File: src/logic/tks_consts.svh
`ifndef TKS_CONSTS_SVH
`define TKS_CONSTS_SVH

// ****************************************************************
// Register map: byte offsets on the APB slave.
// ****************************************************************
`define TKS_ADDR_W 12
`define TKS_OFF_SEC 12'h000
`define TKS_OFF_PRE 12'h004
`define TKS_OFF_ALM 12'h008
`define TKS_OFF_COMP 12'h00C
`define TKS_OFF_CTRL 12'h010
`define TKS_OFF_STAT 12'h014
`define TKS_OFF_LOCK 12'h018

// ****************************************************************
// Field positions.
// ****************************************************************
`define TKS_CR_SWR 0
`define TKS_CR_UM 3
`define TKS_SR_TCE 4
`define TKS_SR_TAF 2
`define TKS_SR_TOF 1
`define TKS_SR_TIF 0
`define TKS_LR_LRL 6
`define TKS_LR_SRL 5
`define TKS_LR_CRL 4
`define TKS_LR_TCL 3

// ****************************************************************
// Reset values and counter limits.
// ****************************************************************
`define TKS_LR_FIXED 32'h00000087
`define TKS_SEC_MAX 32'hFFFFFFFF
`define TKS_PRE_CARRY 14
`define TKS_WORD_ZERO 32'h00000000

`endif

File: src/logic/tks_pkg.sv
// ****************************************************************
// Types shared by the timekeeper modules.
// ****************************************************************
package tks_pkg;

   // Complete state of the status and lock block.
   typedef struct packed {
      logic soft_reset_bit;             // Soft reset bit, held until software clears it.
      logic um;              // Update mode bit.
      logic counter_enable_bit;             // Counter enable bit.
      logic alarm_flag;             // Alarm flag.
      logic overflow_flag;             // Overflow flag.
      logic time_invalid_flag;             // Time invalid flag.
      logic lock_register_lock;             // Lock register lock.
      logic status_register_lock;             // Status register lock.
      logic control_register_lock;             // Control register lock.
      logic compensation_register_lock;             // Compensation register lock.
      logic [31:0] seconds;  // Seconds counter.
      logic [15:0] pre;      // Prescaler counter.
      logic [31:0] alarm;    // Alarm compare value.
      logic [31:0] comp;     // Compensation register contents.
      logic [31:0] prdata;   // Registered read data.
      logic pready;          // Registered ready.
      logic pslverr;         // Registered error answer, always low.
   } tks_main_s;

   // State of the time base synchroniser.
   typedef struct packed {
      logic meta;  // First synchroniser stage.
      logic sync;  // Second synchroniser stage.
      logic last;  // Previous synchronised level.
      logic tick;  // One-cycle pulse per time base rising edge.
   } tks_sync_s;

endpackage

File: src/logic/tks_tick_if.sv
// ****************************************************************
// Time base tick carried from the synchroniser to the core.
// ****************************************************************
interface tks_tick_if;
   logic tick;  // One pclk cycle per rising edge of the time base.
   modport src (output tick);
   modport dst (input tick);
endinterface

File: src/logic/tks_core.sv
`include "tks_consts.svh"

module tks_core (
   // Clock and reset.
   input wire logic pclk,
   input wire logic presetn,
   // APB slave.
   input wire logic psel,
   input wire logic penable,
   input wire logic pwrite,
   input wire logic [`TKS_ADDR_W-1:0] paddr,
   input wire logic [31:0] pwdata,
   output logic [31:0] prdata,
   output logic pready,
   output logic pslverr,
   // Time base pin.
   input wire logic osc_clk
);

   // ****************************************************************
   // Reset value of the whole state.
   // ****************************************************************

   // Time is invalid and every lock is open after power-on.
   localparam tks_pkg::tks_main_s RST = '{
      soft_reset_bit: 1'b0, um: 1'b0, counter_enable_bit: 1'b0, alarm_flag: 1'b0, overflow_flag: 1'b0, time_invalid_flag: 1'b1,
      lock_register_lock: 1'b1, status_register_lock: 1'b1, control_register_lock: 1'b1, compensation_register_lock: 1'b1,
      seconds: 32'h00000000, pre: 16'h0000, alarm: 32'h00000000,
      comp: 32'h00000000, prdata: 32'h00000000, pready: 1'b0, pslverr: 1'b0};

   // ****************************************************************
   // Declarations.
   // ****************************************************************

   tks_pkg::tks_main_s s_q;  // Registered state.
   tks_pkg::tks_main_s s_d;  // Next state.
   tks_tick_if tick_bus ();  // Tick from the synchroniser.
   logic acc;                // Access phase that completes at this edge.
   logic wr_sec;             // Completing write to the seconds counter.
   logic wr_pre;             // Completing write to the prescaler.
   logic wr_alm;             // Completing write to the alarm compare.
   logic wr_comp;            // Completing write to the compensation register.
   logic wr_ctl;             // Completing write to the control register.
   logic wr_stat;            // Completing write to the status register.
   logic wr_lock;            // Completing write to the lock register.
   logic step;               // Prescaler advances at this edge.
   logic [15:0] pre_next;    // Prescaler plus one.
   logic sec_inc;            // Seconds counter advances at this edge.
   logic tce_ok;             // Counter enable may be written now.

   // ****************************************************************
   // Time base synchroniser.
   // ****************************************************************

   // The pin crosses three flip-flops, two synchroniser stages and the tick register, before the core sees a tick.
   tks_osc_sync u_sync (
      .pclk(pclk),
      .presetn(presetn),
      .osc_clk(osc_clk),
      .tick_port(tick_bus.src)
   );

   // ****************************************************************
   // Read decoding.
   // ****************************************************************

   // Builds the read word for an offset; unmapped offsets read zero.
   function automatic logic [31:0] read_word(input logic [`TKS_ADDR_W-1:0] a,
                                             input tks_pkg::tks_main_s st);
      logic [31:0] w;
      logic hide;
      w = `TKS_WORD_ZERO;
      hide = st.time_invalid_flag | st.overflow_flag;
      case (a)
         // Counters read zero while time is invalid or overflowed.
         `TKS_OFF_SEC: begin
            w = hide ? `TKS_WORD_ZERO : st.seconds;
         end
         `TKS_OFF_PRE: begin
            w = hide ? `TKS_WORD_ZERO : {16'h0000, st.pre};
         end
         `TKS_OFF_ALM: begin
            w = st.alarm;
         end
         `TKS_OFF_COMP: begin
            w = st.comp;
         end
         `TKS_OFF_CTRL: begin
            w[`TKS_CR_SWR] = st.soft_reset_bit;
            w[`TKS_CR_UM] = st.um;
         end
         `TKS_OFF_STAT: begin
            w[`TKS_SR_TCE] = st.counter_enable_bit;
            w[`TKS_SR_TAF] = st.alarm_flag;
            w[`TKS_SR_TOF] = st.overflow_flag;
            w[`TKS_SR_TIF] = st.time_invalid_flag;
         end
         `TKS_OFF_LOCK: begin
            // Fixed ones in bits 7 and 2 to 0, zeros above.
            w = `TKS_LR_FIXED;
            w[`TKS_LR_LRL] = st.lock_register_lock;
            w[`TKS_LR_SRL] = st.status_register_lock;
            w[`TKS_LR_CRL] = st.control_register_lock;
            w[`TKS_LR_TCL] = st.compensation_register_lock;
         end
         default: begin
            w = `TKS_WORD_ZERO;
         end
      endcase
      return w;
   endfunction

   // ****************************************************************
   // Strobes.
   // ****************************************************************

   // A transfer completes when ready, raised in setup, is seen in access.
   assign acc = psel & penable & s_q.pready;
   assign wr_sec = acc & pwrite & (paddr == `TKS_OFF_SEC);
   assign wr_pre = acc & pwrite & (paddr == `TKS_OFF_PRE);
   assign wr_alm = acc & pwrite & (paddr == `TKS_OFF_ALM);
   assign wr_comp = acc & pwrite & (paddr == `TKS_OFF_COMP);
   assign wr_ctl = acc & pwrite & (paddr == `TKS_OFF_CTRL);
   assign wr_stat = acc & pwrite & (paddr == `TKS_OFF_STAT);
   assign wr_lock = acc & pwrite & (paddr == `TKS_OFF_LOCK);

   // Counting needs enable, valid time, no overflow and a time base edge.
   assign step = tick_bus.tick & s_q.counter_enable_bit & ~s_q.time_invalid_flag & ~s_q.overflow_flag & ~s_q.soft_reset_bit;
   assign pre_next = s_q.pre + 16'h0001;
   // Seconds follow the falling edge of the prescaler carry bit.
   assign sec_inc = step & s_q.pre[`TKS_PRE_CARRY] & ~pre_next[`TKS_PRE_CARRY];
   // Update mode keeps the enable writable in limited conditions.
   assign tce_ok = s_q.status_register_lock | (s_q.um & (s_q.time_invalid_flag | s_q.overflow_flag | ~s_q.counter_enable_bit));

   // ****************************************************************
   // Next state.
   // ****************************************************************

   // One pass fills the next state from bus, tick and current state.
   always_comb begin
      s_d = s_q;
      // Ready is raised for one cycle during every setup phase.
      s_d.pready = psel & ~penable;
      s_d.pslverr = 1'b0;
      if (psel && !penable) begin
         s_d.prdata = read_word(paddr, s_q);
      end
      // Control writes stay possible during soft reset to leave it.
      if (wr_ctl && s_q.control_register_lock) begin
         s_d.soft_reset_bit = pwdata[`TKS_CR_SWR];
         s_d.um = pwdata[`TKS_CR_UM];
      end
      if (s_q.soft_reset_bit) begin
         // Hold everything but the soft reset bit and the control lock.
         s_d.um = RST.um;
         s_d.counter_enable_bit = RST.counter_enable_bit;
         s_d.alarm_flag = RST.alarm_flag;
         s_d.overflow_flag = RST.overflow_flag;
         s_d.time_invalid_flag = RST.time_invalid_flag;
         s_d.lock_register_lock = RST.lock_register_lock;
         s_d.status_register_lock = RST.status_register_lock;
         s_d.compensation_register_lock = RST.compensation_register_lock;
         s_d.seconds = RST.seconds;
         s_d.pre = RST.pre;
         s_d.alarm = RST.alarm;
         s_d.comp = RST.comp;
      end else begin
         // Counter loads are taken only while counting is off.
         if (wr_sec && !s_q.counter_enable_bit) begin
            s_d.seconds = pwdata;
            s_d.overflow_flag = 1'b0;
            s_d.time_invalid_flag = 1'b0;
         end
         if (wr_pre && !s_q.counter_enable_bit) begin
            s_d.pre = pwdata[15:0];
         end
         // Any alarm write clears the flag; a same-cycle match wins below.
         if (wr_alm) begin
            s_d.alarm = pwdata;
            s_d.alarm_flag = 1'b0;
         end
         if (wr_comp && s_q.compensation_register_lock) begin
            s_d.comp = pwdata;
         end
         // Flags in the status word are read only; only enable is stored.
         if (wr_stat && tce_ok) begin
            s_d.counter_enable_bit = pwdata[`TKS_SR_TCE];
         end
         // Lock bits can only be cleared by software.
         if (wr_lock && s_q.lock_register_lock) begin
            s_d.lock_register_lock = s_q.lock_register_lock & pwdata[`TKS_LR_LRL];
            s_d.status_register_lock = s_q.status_register_lock & pwdata[`TKS_LR_SRL];
            s_d.control_register_lock = s_q.control_register_lock & pwdata[`TKS_LR_CRL];
            s_d.compensation_register_lock = s_q.compensation_register_lock & pwdata[`TKS_LR_TCL];
         end
         // Counting, after the writes so that a hardware set wins.
         if (step) begin
            s_d.pre = pre_next;
            if (sec_inc) begin
               if (s_q.seconds == s_q.alarm) begin
                  s_d.alarm_flag = 1'b1;
               end
               if (s_q.seconds == `TKS_SEC_MAX) begin
                  s_d.overflow_flag = 1'b1;
               end
               s_d.seconds = s_q.seconds + 32'h00000001;
            end
         end
      end
   end

   // ****************************************************************
   // State register.
   // ****************************************************************

   // Power-on reset loads constants only.
   always_ff @(posedge pclk or negedge presetn) begin
      if (!presetn) begin
         s_q <= RST;
      end else begin
         s_q <= s_d;
      end
   end

   assign prdata = s_q.prdata;
   assign pready = s_q.pready;
   assign pslverr = s_q.pslverr;
endmodule

File: src/logic/tks_osc_sync.sv
// ****************************************************************
// Brings the 32.768 kHz time base into pclk and marks its rising edges.
// ****************************************************************
module tks_osc_sync (
   // Clock and reset.
   input wire logic pclk,
   input wire logic presetn,
   // Time base pin, asynchronous to pclk.
   input wire logic osc_clk,
   // Tick towards the core.
   tks_tick_if.src tick_port
);

   tks_pkg::tks_sync_s s_q;  // Registered state.
   tks_pkg::tks_sync_s s_d;  // Next state.

   // Two stages settle the pin; only the second is compared.
   always_comb begin
      s_d = s_q;
      s_d.meta = osc_clk;
      s_d.sync = s_q.meta;
      s_d.last = s_q.sync;
      s_d.tick = s_q.sync & ~s_q.last;
   end

   // State register.
   always_ff @(posedge pclk or negedge presetn) begin
      if (!presetn) begin
         s_q <= '0;
      end else begin
         s_q <= s_d;
      end
   end

   assign tick_port.tick = s_q.tick;

endmodule

File: config.mk
export PLATFORM = sky130hd
export DESIGN_NAME = tks_core
export DESIGN_NICKNAME = d
export VERILOG_FILES = /design/src/logic/tks_pkg.sv /design/src/logic/tks_tick_if.sv /design/src/logic/tks_core.sv /design/src/logic/tks_osc_sync.sv
export VERILOG_INCLUDE_DIRS = /design/src /design/src/logic
export SDC_FILE = /design/constraint.sdc
export NUM_CORES = 1
export LEC_CHECK = 0
export BUFFER_PORTS_ARGS = -buffer_cell sky130_fd_sc_hd__buf_2
export CAP_MARGIN = 20
export CORE_AREA = 5 5 93 182
export CTS_BUF_LIST = sky130_fd_sc_hd__clkbuf_8 sky130_fd_sc_hd__clkbuf_16
export DETAILED_ROUTE_END_ITERATION = 6
export DIE_AREA = 0 0 98 187
export HOLD_SLACK_MARGIN = 0.12
export PLACE_DENSITY = 0.79
export SYNTH_ARGS = -nofsm -noshare
export SYNTH_HDL_FRONTEND = slang
export SYNTH_SLANG_ARGS = --single-unit
File: constraint.sdc
create_clock -name pclk -period 2.7 [get_ports pclk]
set_input_delay 0.27 -clock pclk [delete_from_list [all_inputs] [get_ports pclk]]
set_output_delay 0.27 -clock pclk [all_outputs]
set_load 0.02 [all_outputs]
==> results of run 1 <==
-- power breakdown --
| group | total, W | switching (W) | internal [W] |
|---|---|---|---|
| sequential | 0.00240 | 0.00000536 | 0.00239 |
| clock | 0.00250 | 0.00104 | 0.00147 |
| combinational | 0.000247 | 0.000165 | 0.0000820 |
| total | 0.00515 | 0.00121 | 0.00394 |
-- routing by layer --
| layer | share of wire | vias to the layer above | global-route usage |
|---|---|---|---|
| met5 | 0 | - | 0 |
| met4 | 0.089 | 0 | 0.268 |
| met3 | 0.065 | 165 | 0.0541 |
| met2 | 0.51 | 526 | 0.573 |
| met1 | 0.33 | 4212 | 0.361 |
| li1 | - | 3897 | - |
-- stage by stage --
stage / utilization / setup slack (ps)
6_report: 0.685 / 168
5_1_grt: 0.685 / 140
4_1_cts: 0.685 / 290
3_5_place_dp: 0.633 / 142
3_3_place_gp: 0.633 / 177
2_1_floorplan: - / 493
-- placed cells by master (no fill, tap or decap), types with 19 or more instances in the layout --
cell type and instances:
nand4_1 28, buf_2 81, nand3_1 24, xnor2_1 34, dlygate4sd3_1 19, nor2_1 22
buf_4 50, nand2_1 210, a21oi_1 94, nor4_1 19, o21ai_0 58, nor3_1 24
dfrtp_1 153, a222oi_1 19
-- cells by family (layout without fill, tap and decap cells) --
kind of cell               after synthesis  in the layout
other                                    1              1
DFF                                    159            159
xor gates and xnor gates                36             36
buffers and inverters                  127            205
muxes                                   14             14
AOI/OAI and AO/OA                      287            287
adders and majority gates                2              2
and+or+nand+nor                        413            413
-- worst max-delay path by stage --
stage	slack [ps]	endpoint	cells past startpoint	from
floorplan	490	s_q[140]$_DFF_PN0_	7	paddr[9]
global placement	180	s_q[135]$_DFF_PN0_	6	paddr[9]
detailed placement	140	s_q[135]$_DFF_PN0_	6	paddr[9]
CTS	290	s_q[127]$_DFF_PN0_	7	s_q[98]$_DFFE_PN0P_
global route	140	s_q[129]$_DFF_PN0_	7	s_q[98]$_DFFE_PN0P_
finish	170	s_q[127]$_DFF_PN0_	7	s_q[98]$_DFFE_PN0P_
-- critical path: cells and delay by family (launching register included) --
family	cells	cell delay (ps)
adders and majority gates	1	270
and+or+nand+nor	2	520
AOI/OAI and AO/OA	3	890
DFF	1	440
buffers and inverters	1	300
-- cell type report --
cell class	count	area share
clock inverters	15	0.0174
inverters	15	0.00537
flip-flops and latches	159	0.381
well taps	198	0.0236
multi-input cells	753	0.425
clock buffers	17	0.0406
repair buffers	158	0.107
-- registers in the layout (all words and copies together) (netlist names) --
| signal | flops |
|---|---|
| prdata | 32 |
| u_sync.s_d | 2 |
| s_q | 122 |
| u_sync.s_q | 1 |
| u_sync.tick_port.tick | 1 |
| pready | 1 |
-- synthesized netlist by cell type (all sizes together), types with 11 or more instances --
cell type | instances | share of area
xnor2 | 34 | 0.033
nor2b | 11 | 0.0076
clkbuf | 58 | 0.024
o21ai | 67 | 0.037
nor2 | 23 | 0.010
a222oi | 19 | 0.021
nand4 | 29 | 0.021
and3 | 14 | 0.0097
buf | 54 | 0.042
a221oi | 12 | 0.012
or3 | 13 | 0.0095
a21oi | 96 | 0.054
nand2 | 211 | 0.088
dfrtp | 154 | 0.42
nand3 | 24 | 0.013
nor3 | 26 | 0.017
mux2i | 12 | 0.013
nor4 | 24 | 0.022
inv | 14 | 0.0058
==> run metrics, run 1 <==
Finished Layout Cells 1315; die area 18300 sq um; CTS tree yes; R2R Path End s_q[127]$_DFF_PN0_; hold endpoint s_q[80]$_DFFE_PN0P_; hold buffer count at cts 19; Net count, final 1156; DR pass1 iterations 6; most frequent CP cell a22oi_1; DP Area 9680 sq um; Num Clock Sinks 159; Core Area 15300 sq um; Worst Tran Pin Value 991 ps; CP Launch Type flop; footprint of the multi-input gates 4460 sq um; CP Capture Type flop; worst skew pair latency 430 ps; clock skew 8.60 ps; CP max FO 11; complex-gate fraction of the synthesized area 0.207; shortest period the worst path allows 2530 ps; postcts setup bufs 0; pwr dens 491 nW/um^2; Hold Crit Start pwdata[14]; largest net degree at the start of global routing 60; final HPWL from detailed placement 21600 um; drt first-iter violations 980; Synth Area in XOR/XNOR 0.0347; Avg Cell Area, Syn 8.73 sq um; Post-Syn Nets 1091; Final Cycle Share 0.938; Pwr Total 0.00515 W; final instance area 10500 sq um; EDFF count, synth 0; Unique masters post-synth 74; Worst R2R Setup Slack 170 ps; outcome finished clean; sequential fraction of the synthesis area 0.439; Residual DRC 0; Worst slew margin 0.333; drt via density 6.69; die height 187 um; routed via count 8800; Adder-Cell Fraction of Synth Area 0.00276; H-tree depth 4; share of cells above drive strength 1 0.176; Hold Crit Depth 3; R2R Path Start s_q[98]$_DFFE_PN0P_; Worst path max stage delay 570 ps; IO Pins 84; row count 64; CP required 3030 ps; Post-Synth Simple-Gate Area 0.229; vias in the first global route 8918; clk root buf clkbuf_16; Clock Path Buffers 2; global-route wire length before repair 48100 um; ys async rst share 1.00; GRT Residual Overflow 0; Global Route Usage Sum 0.336; CP Data Arrival Time 2870 ps; I/O Buffers 82; total clock buffers created by CTS 17; Layout fillers 1258; Pleak 4.32 nW; Max-Cap Viols 0; Diodes inserted 0; Slew Viols, Final 0; wire per inst 23.2 um; post_cts resized 0; Syn-to-layout area delta 15.5%; mux cell area share after synthesis 0.0157; Fin Setup TNS 0 ps; Antenna Nets Post-Route 0; ys flop type dfrtp_1; largest family of logic cells by synthesized area simple AND/OR/NAND/NOR gates; Final GP Congestion 0.991; synthesized cell area 9070 sq um; clock-pin slew of the registers on the worst-case setup and hold paths 70 ps; Routed WL 30500 um; initial core utilization 0.593; Ys Warns 0; Critical-path top delay cell a22oi_1; synthesis-stage register bit count 159; FF/Latch Area 3990 sq um; VDD IR max 0.420 mV; Worst Hold Class input port to flop; Final setup violation count 0; final hold slack 135 ps; Gate Count Post-Synth 1039; Critical Setup Path Class flop to flop; worst path cell trace ha_1 > and3_1 > and4_1 > a22oi_1 > buf_4 > a22oi_1 > o21ai_0; floorplan die width 98 um; RSZ-0062 raised after global routing false; cells on worst reg2reg path 7; final hold violation count 0; Max Fclk 395 MHz; initial antenna violation count 0; placed cells 1264
Power figures use the tool's default switching activity.
==> run 2, diff against run 1 <==
ABC_AREA = 1   (was default)
CORE_AREA = 5 5 99 194   (was 5 5 93 182)
DIE_AREA = 0 0 104 199   (was 0 0 98 187)
==> run 2 against run 1 <==
- area after synthesis increased by 15%
- flip-flop and latch count unchanged
- first-iteration DRC count increased by 7.1%
- final area grew 8.4%
- core utilization is 4.0 points lower
- register-to-register slack better by 280 ps
- non-clock buffer count fell by 52
- maximum frequency increased by 12%
- critical endpoint is now s_q[119]$_DFF_PN0_
==> run metrics, run 2 <==
clock skew 15.2 ps (was 8.60 ps); Post-Syn Nets 1609 (was 1091); final HPWL from detailed placement 24100 um (was 21600 um); Core Area 17600 sq um (was 15300 sq um); shortest period the worst path allows 2260 ps (was 2530 ps); max reg flops 122 (unchanged); Psw 0.00133 W (was 0.00121 W); dpl ws 522 ps (was 142 ps); DR pass1 iterations 6 (unchanged); die height 199 um (was 187 um); main area contributors after synthesis dfrtp_1, nand2_1, nand3_1 (was dfrtp_1, nand2_1, a21oi_1); largest register by flop count s_q (unchanged); most common library cells after synthesis nand2_1, nor2_1, dfrtp_1, nand3_1, inv_1 (was nand2_1, dfrtp_1, a21oi_1); floorplan die width 104 um (was 98 um); most frequent cell after synthesis nand2_1 (unchanged); drt via density 5.99 (was 6.69); final setup margin 443 ps (was 168 ps); most frequent cells in the layout nand2_1, nor2_1, nand3_1, dfrtp_1, inv_1 (was nand2_1, dfrtp_1, a21oi_1, buf_2, o21ai_0); Worst Hold Class input port to flop (unchanged); share of cells above drive strength 1 0.119 (was 0.176); largest area contributor in the netlist dfrtp_1 (unchanged); ys flop type dfrtp_1 (unchanged); CTS tree yes (unchanged); Fin Setup TNS 0 ps (unchanged); Pwr Total 0.00524 W (was 0.00515 W); IO Pins 84 (unchanged); Ys Warns 0 (unchanged); die area 20700 sq um (was 18300 sq um); Gate Count Post-Synth 1557 (was 1039); vias in the first global route 10200 (was 8918); routed via count 10800 (was 8800); Unique masters post-synth 38 (was 74); Residual DRC 0 (unchanged); outcome finished clean (unchanged); worst skew pair latency 440 ps (was 430 ps); Syn-to-layout area delta 8.68% (was 15.5%); Final setup violation count 0 (unchanged); ys async rst share 1.00 (unchanged); clock-pin slew of the registers on the worst-case setup and hold paths 70 ps (about the same); initial antenna violation count 0 (unchanged); Critical-path top delay cell dfrtp_1 (was a22oi_1); Int Power 0.00391 W (was 0.00394 W); Worst path max stage delay 410 ps (was 570 ps); CP required 3010 ps (was 3030 ps); switching share of power 0.253 (was 0.235); Pleak 6.00 nW (was 4.32 nW); Finished Layout Cells 1800 (was 1315); EDFF count, synth 0 (unchanged); Worst slew margin 0.374 (was 0.333); final instance area 11400 sq um (was 10500 sq um); Critical Setup Path Class flop to flop (unchanged); Num Clock Sinks 159 (unchanged); H-tree depth 4 (unchanged); DP Area 10700 sq um (was 9680 sq um); final hold violation count 0 (unchanged); sequential fraction of the synthesis area 0.381 (was 0.439); worst path cell trace ha_1 > nand2_2 > nor2_4 > nand3_2 > nor2_1 > nand3_2 > o21ai_0 > nor2_1 (was ha_1 > and3_1 > and4_1 > a22oi_1 > buf_4 > a22oi_1 > o21ai_0); Max-Cap Viols 0 (unchanged); RSZ-0062 raised after global routing false (unchanged); global-route wire length before repair 53800 um (was 48100 um); clock network fraction of design power 0.483 (was 0.486); Avg Cell Area, Syn 6.71 sq um (was 8.73 sq um); CP Launch Type flop (unchanged); most common cell after layout, fill and taps aside nand2_1 (unchanged); Slew Viols, Final 0 (unchanged); Global Route Usage Sum 0.325 (was 0.336); VDD IR max 0.535 mV (was 0.420 mV); largest net degree at the start of global routing 75 (was 60); row count 69 (was 64); Diodes inserted 0 (unchanged); synthesis-stage register bit count 159 (unchanged); CP Data Arrival Time 2570 ps (was 2870 ps); synthesized cell area 10500 sq um (was 9070 sq um); Layout fillers 1693 (was 1258); Sequential Power Share 0.464 (was 0.466); pwr dens 461 nW/um^2 (was 491 nW/um^2); Net count, final 1626 (was 1156); Worst Tran Pin Value 937 ps (was 991 ps); I/O Buffers 82 (unchanged); Synth top area share 0.369 (was 0.425); clk root buf clkbuf_16 (unchanged); Antenna Nets Post-Route 0 (unchanged); GRT Residual Overflow 0 (unchanged); placed cells 1761 (was 1264); wire per inst 18.7 um (was 23.2 um); Final GP Congestion 1.03 (was 0.991); CP max FO 15 (was 11); Combinational Power Share 0.053 (was 0.048); drt first-iter violations 1050 (was 980); CP Capture Type flop (unchanged); Routed WL 33600 um (was 30500 um); postcts setup bufs 0 (unchanged); Final Cycle Share 0.836 (was 0.938); total clock buffers created by CTS 17 (unchanged); initial core utilization 0.593 (about the same); Clock Path Buffers 2 (unchanged); Max Fclk 443 MHz (was 395 MHz)
run 2: cell types whose count changed after synthesis, sizes merged, moves of 30 or more:
cell and delta:
nand2 +331, a21oi -69, buf +34, nand4 +52, inv +129, nor2 +168
xnor2 -30, clkbuf -38, nand3 +145
run 2: area by class of cell:
class,instances,area [sq um],share of cell area
Clock buffer,18,439,0.0387
Inverter,144,543,0.0478
Tap cell,213,267,0.0235
Clock inverter,14,171,0.0151
Timing Repair Buffer,106,639,0.0563
Sequential cell,159,3990,0.351
Multi-Input combinational cell,1146,5320,0.468
run 2: kinds of logic after synthesis:
logic type	Yosys count	share of synthesized area
flops	159	0.381
compound gates	125	0.0656
simple gates	993	0.419
xor+xnor	25	0.0209
fa+ha+maj	2	0.00239
other cells	1	0.000359
buf+inv	252	0.111
run 2: final timing paths:
kind	startpoint	endpoint	slack, ps	cells past startpoint
min in group asynchronous	presetn	u_sync.s_q[1]$_DFF_PN0_	430	2
setup reg to reg	s_q[99]$_DFFE_PN0P_	s_q[119]$_DFF_PN0_	440	8
hold reg to reg	u_sync.s_d[2]$_DFF_PN0_	u_sync.s_d[1]$_DFF_PN0_	350	0
setup / recovery	s_q[99]$_DFFE_PN0P_	s_q[119]$_DFF_PN0_	440	8
hold / removal	pwdata[28]	s_q[94]$_DFFE_PN0P_	140	3
max in group asynchronous	presetn	s_q[62]$_DFFE_PN0P_	1410	3
run 2: what timing repair did:
item                                    in CTS  in global routing
hold buffers                                 7                  0
resized for setup                            0                  0
endpoints found under the setup margin       0                  0
endpoints found under the hold margin       72                  0
run 2: stage by stage:
stage | hold slack, ps | util
after detailed placement | 336 | 0.606
after CTS | 132 | 0.645
after global routing | 141 | 0.645
after floorplan | -25.6 | -
after global placement | 335 | 0.606
final | 142 | 0.645
run 2: power groups by stage:
stage | logic, W | registers, W | clock network, W
final | 0.000280 | 0.00243 | 0.00253
after global routing | 0.000311 | 0.00243 | 0.00267
after CTS | 0.000280 | 0.00243 | 0.00255
after detailed placement | 0.000271 | 0.00247 | 0
after global placement | 0.000265 | 0.00247 | 0
after floorplan | 0.000125 | 0.00247 | 0
run 2: worst max-delay path, delay by kind of cell (launching register included):
family	cells	cell delay [ps]
AO/OA/AOI/OAI	1	310
AND/OR/NAND/NOR	6	1200
flip-flops	1	410
adder cells (fa/ha/maj)	1	220
run 2: layer usage:
metal | GRT usage | part of all wire | up-vias
met1 | 0.418 | 0.39 | 5015
met4 | 0.189 | 0.061 | 0
met5 | 0 | 0 | -
li1 | - | - | 4995
met2 | 0.525 | 0.48 | 624
met3 | 0.0419 | 0.077 | 140
